<file path="config.mk">
export PLATFORM = sky130hd
export DESIGN_NAME = cfs_clock_fanout
export DESIGN_NICKNAME = d
export VERILOG_FILES = /design/src/verilog/cfs_clock_fanout.v
export VERILOG_INCLUDE_DIRS = /design/src /design/src/verilog
export SDC_FILE = /design/constraint.sdc
export NUM_CORES = 1
export LEC_CHECK = 0
export BUFFER_PORTS_ARGS = -buffer_cell sky130_fd_sc_hd__buf_2
export CORE_AREA = 2 2 39 41
export CTS_CLUSTER_SIZE = 30
export DETAILED_ROUTE_END_ITERATION = 6
export DIE_AREA = 0 0 41 43
export GPL_TIMING_DRIVEN = 0
export PLACE_DENSITY = 0.57
export SLEW_MARGIN = 40
export SYNTH_ARGS = -nofsm -noshare
export SYNTH_HDL_FRONTEND = slang
export SYNTH_SLANG_ARGS = --single-unit
</file>
<file path="constraint.sdc">
create_clock -name clk_i -period 1.1 [get_ports clk_i]
set_input_delay 0 -clock clk_i [delete_from_list [all_inputs] [get_ports clk_i]]
set_output_delay 0 -clock clk_i [all_outputs]
set_load 0.01 [all_outputs]
</file>
<file path="src/verilog/cfs_map.vh">
// Constants for the clock fanout block with synchronous output gate
`ifndef CFS_MAP_VH
`define CFS_MAP_VH
`define CFS_FANOUT_N 5
`define CFS_SEL_DIFF 1'h0
`define CFS_SEL_AUX 1'h1
`define CFS_GATE_RST 2'h0
`define CFS_CLK_RST 1'h0
`define CFS_OUT_RST 5'h00
`define CFS_OUT_N_RST 5'h1f
`endif
</file>
<file path="src/verilog/cfs_clock_fanout.v">
// Clock fanout with input selector and falling-edge output gate
`timescale 1ns/100ps
`default_nettype none
`include "cfs_map.vh"

module cfs_clock_fanout (
	// Clock and reset
	input wire clk_i,
	input wire rst_i,
	// Clock inputs, sampled on clk_i
	input wire diff_clk_p_i,
	input wire diff_clk_n_i,
	input wire aux_clk_i,
	// Control pins
	input wire input_sel_i,
	input wire out_gate_n_i,
	// Fanout outputs
	output reg [`CFS_FANOUT_N-1:0] fanout_out_o,
	output reg [`CFS_FANOUT_N-1:0] fanout_out_n_o
);

	// Gate states; after reset the gate waits in its own state until the first load with the gate pin low
	localparam GATE_IDLE = 2'h0;
	localparam GATE_OFF = 2'h1;
	localparam GATE_ON = 2'h2;

	// Pair decode: only p high with n low is a high level, so an open pair reads low
	function pair_level;
		input p;
		input n;
		begin
			pair_level = p & ~n;
		end
	endfunction

	// Two-way selector between the pair and the single-ended clock
	function select_clk;
		input sel;
		input pair;
		input aux;
		begin
			case (sel)
				`CFS_SEL_DIFF: begin
					select_clk = pair;
				end
				`CFS_SEL_AUX: begin
					select_clk = aux;
				end
				default: begin
					select_clk = 1'h0;
				end
			endcase
		end
	endfunction

	// Falling edge seen against the previous sample of the chosen clock
	function is_falling;
		input prev;
		input now;
		begin
			is_falling = prev & ~now;
		end
	endfunction

	// Whether a gate state lets the chosen clock through
	function gate_passes;
		input [1:0] state;
		begin
			case (state)
				GATE_IDLE: begin
					gate_passes = 1'h0;
				end
				GATE_OFF: begin
					gate_passes = 1'h0;
				end
				GATE_ON: begin
					gate_passes = 1'h1;
				end
				default: begin
					gate_passes = 1'h0;
				end
			endcase
		end
	endfunction

	// Inverting half of a lane pair
	function lane_inv;
		input level;
		begin
			lane_inv = ~level;
		end
	endfunction

	// Input stage
	wire pair_clk;
	reg chosen_clk;

	// Edge detector
	reg chosen_q;
	reg chosen_d;
	reg gate_load;

	// Gate state machine
	reg gate_req;
	reg [1:0] gate_q;
	reg [1:0] gate_d;

	// Lane drive
	reg lane_pass;
	reg lane_on;
	wire [`CFS_FANOUT_N-1:0] lane_d;
	wire [`CFS_FANOUT_N-1:0] lane_n_d;

	assign pair_clk = pair_level(diff_clk_p_i, diff_clk_n_i);

	always @* begin
		chosen_clk = select_clk(input_sel_i, pair_clk, aux_clk_i);
	end

	always @* begin
		gate_req = ~out_gate_n_i;
	end

	// Previous sample of the chosen clock
	always @* begin
		chosen_d = chosen_clk;
	end

	// Only a falling edge of the chosen clock may load the gate
	always @* begin
		gate_load = is_falling(chosen_q, chosen_clk);
	end

	always @(posedge clk_i) begin
		if (rst_i) begin
			chosen_q <= `CFS_CLK_RST;
		end else begin
			chosen_q <= chosen_d;
		end
	end

	always @* begin
		gate_d = gate_q;
		case (gate_q)
			GATE_IDLE: begin
				if (gate_load && gate_req) begin
					gate_d = GATE_ON;
				end else begin
					gate_d = GATE_IDLE;
				end
			end
			GATE_OFF: begin
				if (gate_load && gate_req) begin
					gate_d = GATE_ON;
				end else begin
					gate_d = GATE_OFF;
				end
			end
			GATE_ON: begin
				if (gate_load && !gate_req) begin
					gate_d = GATE_OFF;
				end else begin
					gate_d = GATE_ON;
				end
			end
			default: begin
				gate_d = GATE_OFF;
			end
		endcase
	end

	// Edge-triggered capture of the gate pin; the pin never reaches a lane directly
	always @(posedge clk_i) begin
		if (rst_i) begin
			gate_q <= `CFS_GATE_RST;
		end else begin
			gate_q <= gate_d;
		end
	end

	// Gate decode for the lanes
	always @* begin
		lane_pass = gate_passes(gate_d);
	end

	// The new gate state applies at once; a loading edge has the chosen clock low,
	// so a lane starts or stops only while low and no pulse is cut short
	always @* begin
		lane_on = 1'h0;
		if (lane_pass) begin
			lane_on = chosen_clk;
		end
	end

	// Every lane copies the same gated level
	genvar i;
	generate
		for (i = 0; i < `CFS_FANOUT_N; i = i + 1) begin : g_lane
			wire lane_lvl;
			assign lane_lvl = lane_on;
			assign lane_d[i] = lane_lvl;
			assign lane_n_d[i] = lane_inv(lane_lvl);
		end
	endgenerate

	// One register stage, equal for every lane
	always @(posedge clk_i) begin
		if (rst_i) begin
			fanout_out_o <= `CFS_OUT_RST;
		end else begin
			fanout_out_o <= lane_d;
		end
	end

	always @(posedge clk_i) begin
		if (rst_i) begin
			fanout_out_n_o <= `CFS_OUT_N_RST;
		end else begin
			fanout_out_n_o <= lane_n_d;
		end
	end

endmodule // cfs_clock_fanout
`default_nettype wire

</file>
==> run summary <==
wire length per cell -> 8.03 um
CTS tree -> done
Hold Slack -> 0.0706 ns
CP required -> 1.24 ns
Tcrit/Tclk final -> 89.0%
Final Setup Violations -> 0
maximum vdd drop -> 635 uV
Core Util, Final -> 29.9%
Leak Pwr -> 0.000192 uW
final std cells w/o fill -> 63
total core area -> 1380 um2
initial antenna violation count -> 0
metal3 WL -> 83 um
mapped cell area -> 267 um2
type of origin of the critical path -> flop
Post-Synthesis Cells -> 26
Root Driver -> clkbuf_4
Cells after DPL -> 58
Post-DRT Antenna Nets -> 0
HPWL Detailed -> 392 um
Worst setup EP type -> flop
reg2reg setup slack -> 0.12 ns
Initial DRT Pass Iterations -> 2
WS Path Type -> reg -> reg
hold path start -> aux_clk_i
crit path max fanout -> 4
M1 WL -> 215 um
Final min period -> 0.979 ns
DRC Markers -> 0
layout cells sized above 1 -> 70.2%
io pins -> 17
Netlist cell types -> 15
P&R area growth vs syn -> 55.4%
RSZ-0062 raised after global routing -> no
final net count -> 55
post-CTS setup repair buffer count -> 0
routability cong. -> 0.670
Hold Crit Class -> in -> reg
die area -> 1760 um2
die width -> 41 um
fillcell total -> 152
grt ovf -> 0
first-pass GRT wire length -> 834 um
P per Cell Area -> 1110 nW/um2
Hold Path End -> chosen_q
via count -> 254
Initial Util -> 19.3%
commonest cells after routing, fill and taps aside -> 16 x buf_2, 8 x buf_4, 5 x dfxtp_1
vias per cell -> 4.03
commonest non-fill, non-tap cell in the layout -> buf_2
Max H-tree Level -> 1
Max-slew headroom -> 83.6%
Initial DRC Count -> 4
Max Slew Vio Count -> 0
number of buffers created by CTS -> 3
number of synthesis warnings -> 0
final count of hold timing violations -> 0
Sink Count -> 5
Worst Reg-to-Reg Cells -> 3
capturing point of the worst reg2reg path -> gate_q[1]
max cap viols -> 0
FF-to-FF Start -> chosen_q
flip-flop and latch area -> 100 um2
worst-skew pair later-pin latency -> 0.24 ns
Final TNS setup -> 0 ns
Clock Tree Buf Depth -> 2
Tot GR Track Use -> 7.82%
clock slew at reported path FFs -> 0.04 ns
WL final -> 506 um
Core Rows -> 14
Die Ht -> 43 um
DR WL met2 -> 206 um
largest net degree at the start of global routing -> 7
# diodes -> 0
Worst EP arrival -> 1.12 ns
PortBufs -> 16
Worst Skew -> 0.000713 ns
fmax -> 1.02 GHz
Worst-Margin Slew -> 0.246 ns
post-synthesis average cell area -> 10.3 um2
ranking of synthesized cells by area -> dfxtp_1 38%, buf_4 23%, a2111oi_2 5.6%, and3_4 4.2%, or3b_4 4.2%
status -> completed
top cell type's share of synthesized area -> 37.6%
vias in the first global route -> 203
top routing layer used -> met3
post-synthesis sequential area ratio -> 37.6%
#FFs+latches synth -> 5
Post-Syn Nets -> 33
WHS Path Cells -> 3
area of the multi-input gates -> 118 um2
largest area contributor in the netlist -> dfxtp_1
[registers in the layout, indices dropped and copies added, names as in the netlist]
signal / flops
chosen_q: 1
fanout_out_n_o: 1
fanout_out_o: 1
gate_q: 2
[power breakdown]
part / switching, uW / leakage, uW / total (uW) / internal [uW]
Clock: 72.7 / 0.0000150 / 210 / 137
Sequential: 6.04 / 0.0000407 / 194 / 188
Combinational: 23.6 / 0.000137 / 55.6 / 32.0
Total: 102 / 0.000192 / 459 / 357
[cell families (layout without fill, tap and decap cells)]
family | Yosys count | count (layout) | synth area share (%)
AOI/OAI and AO/OA | 7 | 7 | 21.6
buffers and inverters | 8 | 29 | 22.5
DFF | 5 | 5 | 37.6
and+or+nand+nor | 6 | 6 | 18.3
[critical path, cell delays in order, from the launching register on]
cell and delay (ns):
dfxtp_1 0.31, a21boi_4 0.20, a21oi_1 0.10, a2111oi_2 0.27
[cell usage after synthesis]
| library cell | n |
|---|---|
| dfxtp_1 | 5 |
| nand2_1 | 1 |
| a21bo_2 | 1 |
| o21ai_0 | 1 |
| and3b_1 | 1 |
| buf_4 | 8 |
| nand3b_1 | 1 |
| a21boi_0 | 1 |
| a21oi_2 | 1 |
| a2111oi_2 | 1 |
| nand4_1 | 1 |
| a31oi_1 | 1 |
| and3_4 | 1 |
| a21oi_1 | 1 |
| or3b_4 | 1 |
[routing by layer]
layer / GRT usage (%) / vias to the layer above
met5: 0 / -
met1: 7.37 / 109
met4: 4.00 / 0
met3: 7.85 / 0
met2: 10.6 / 18
li1: - / 127
[how the worst max path moves through the flow]
stage / to / slack [ns] / startpoint / depth (start not counted)
after global routing: gate_q[1] / 0.01 / chosen_q / 3
after detailed placement: gate_q[1] / -0.09 / chosen_q / 3
after global placement: gate_q[1] / -0.09 / chosen_q / 3
after floorplan: gate_q[1] / 0.02 / chosen_q / 3
final: gate_q[1] / 0.12 / chosen_q / 3
after CTS: gate_q[1] / 0.09 / chosen_q / 3
[metrics by stage]
| step | setup WS, ns | power [uW] | area, um2 |
|---|---|---|---|
| floorplan | 0.0206 | 223 | 267 |
| global placement | -0.0940 | 244 | 367 |
| detailed placement | -0.0869 | 245 | 367 |
| CTS | 0.0887 | 462 | 407 |
| global route | 0.0147 | 490 | 414 |
| finish | 0.121 | 459 | 414 |
[timing repair]
item | 4_1_cts | 5_1_grt
gates resized for setup | 2 | 1
hold buffers | 1 | 0
cloned | 0 | 0
endpoints found under the hold margin | 3 | 0
setup endpoints to repair | 2 | 1
[layout make-up]
| class | instances | area share [%] |
|---|---|---|
| sequential | 5 | 24.2 |
| buffer | 8 | 14.5 |
| timing repair buffer | 17 | 21.8 |
| clock buffer | 4 | 6.34 |
| multi-input combinational | 13 | 28.4 |
| tap | 16 | 4.83 |
(Power assumes the default switching activity.)
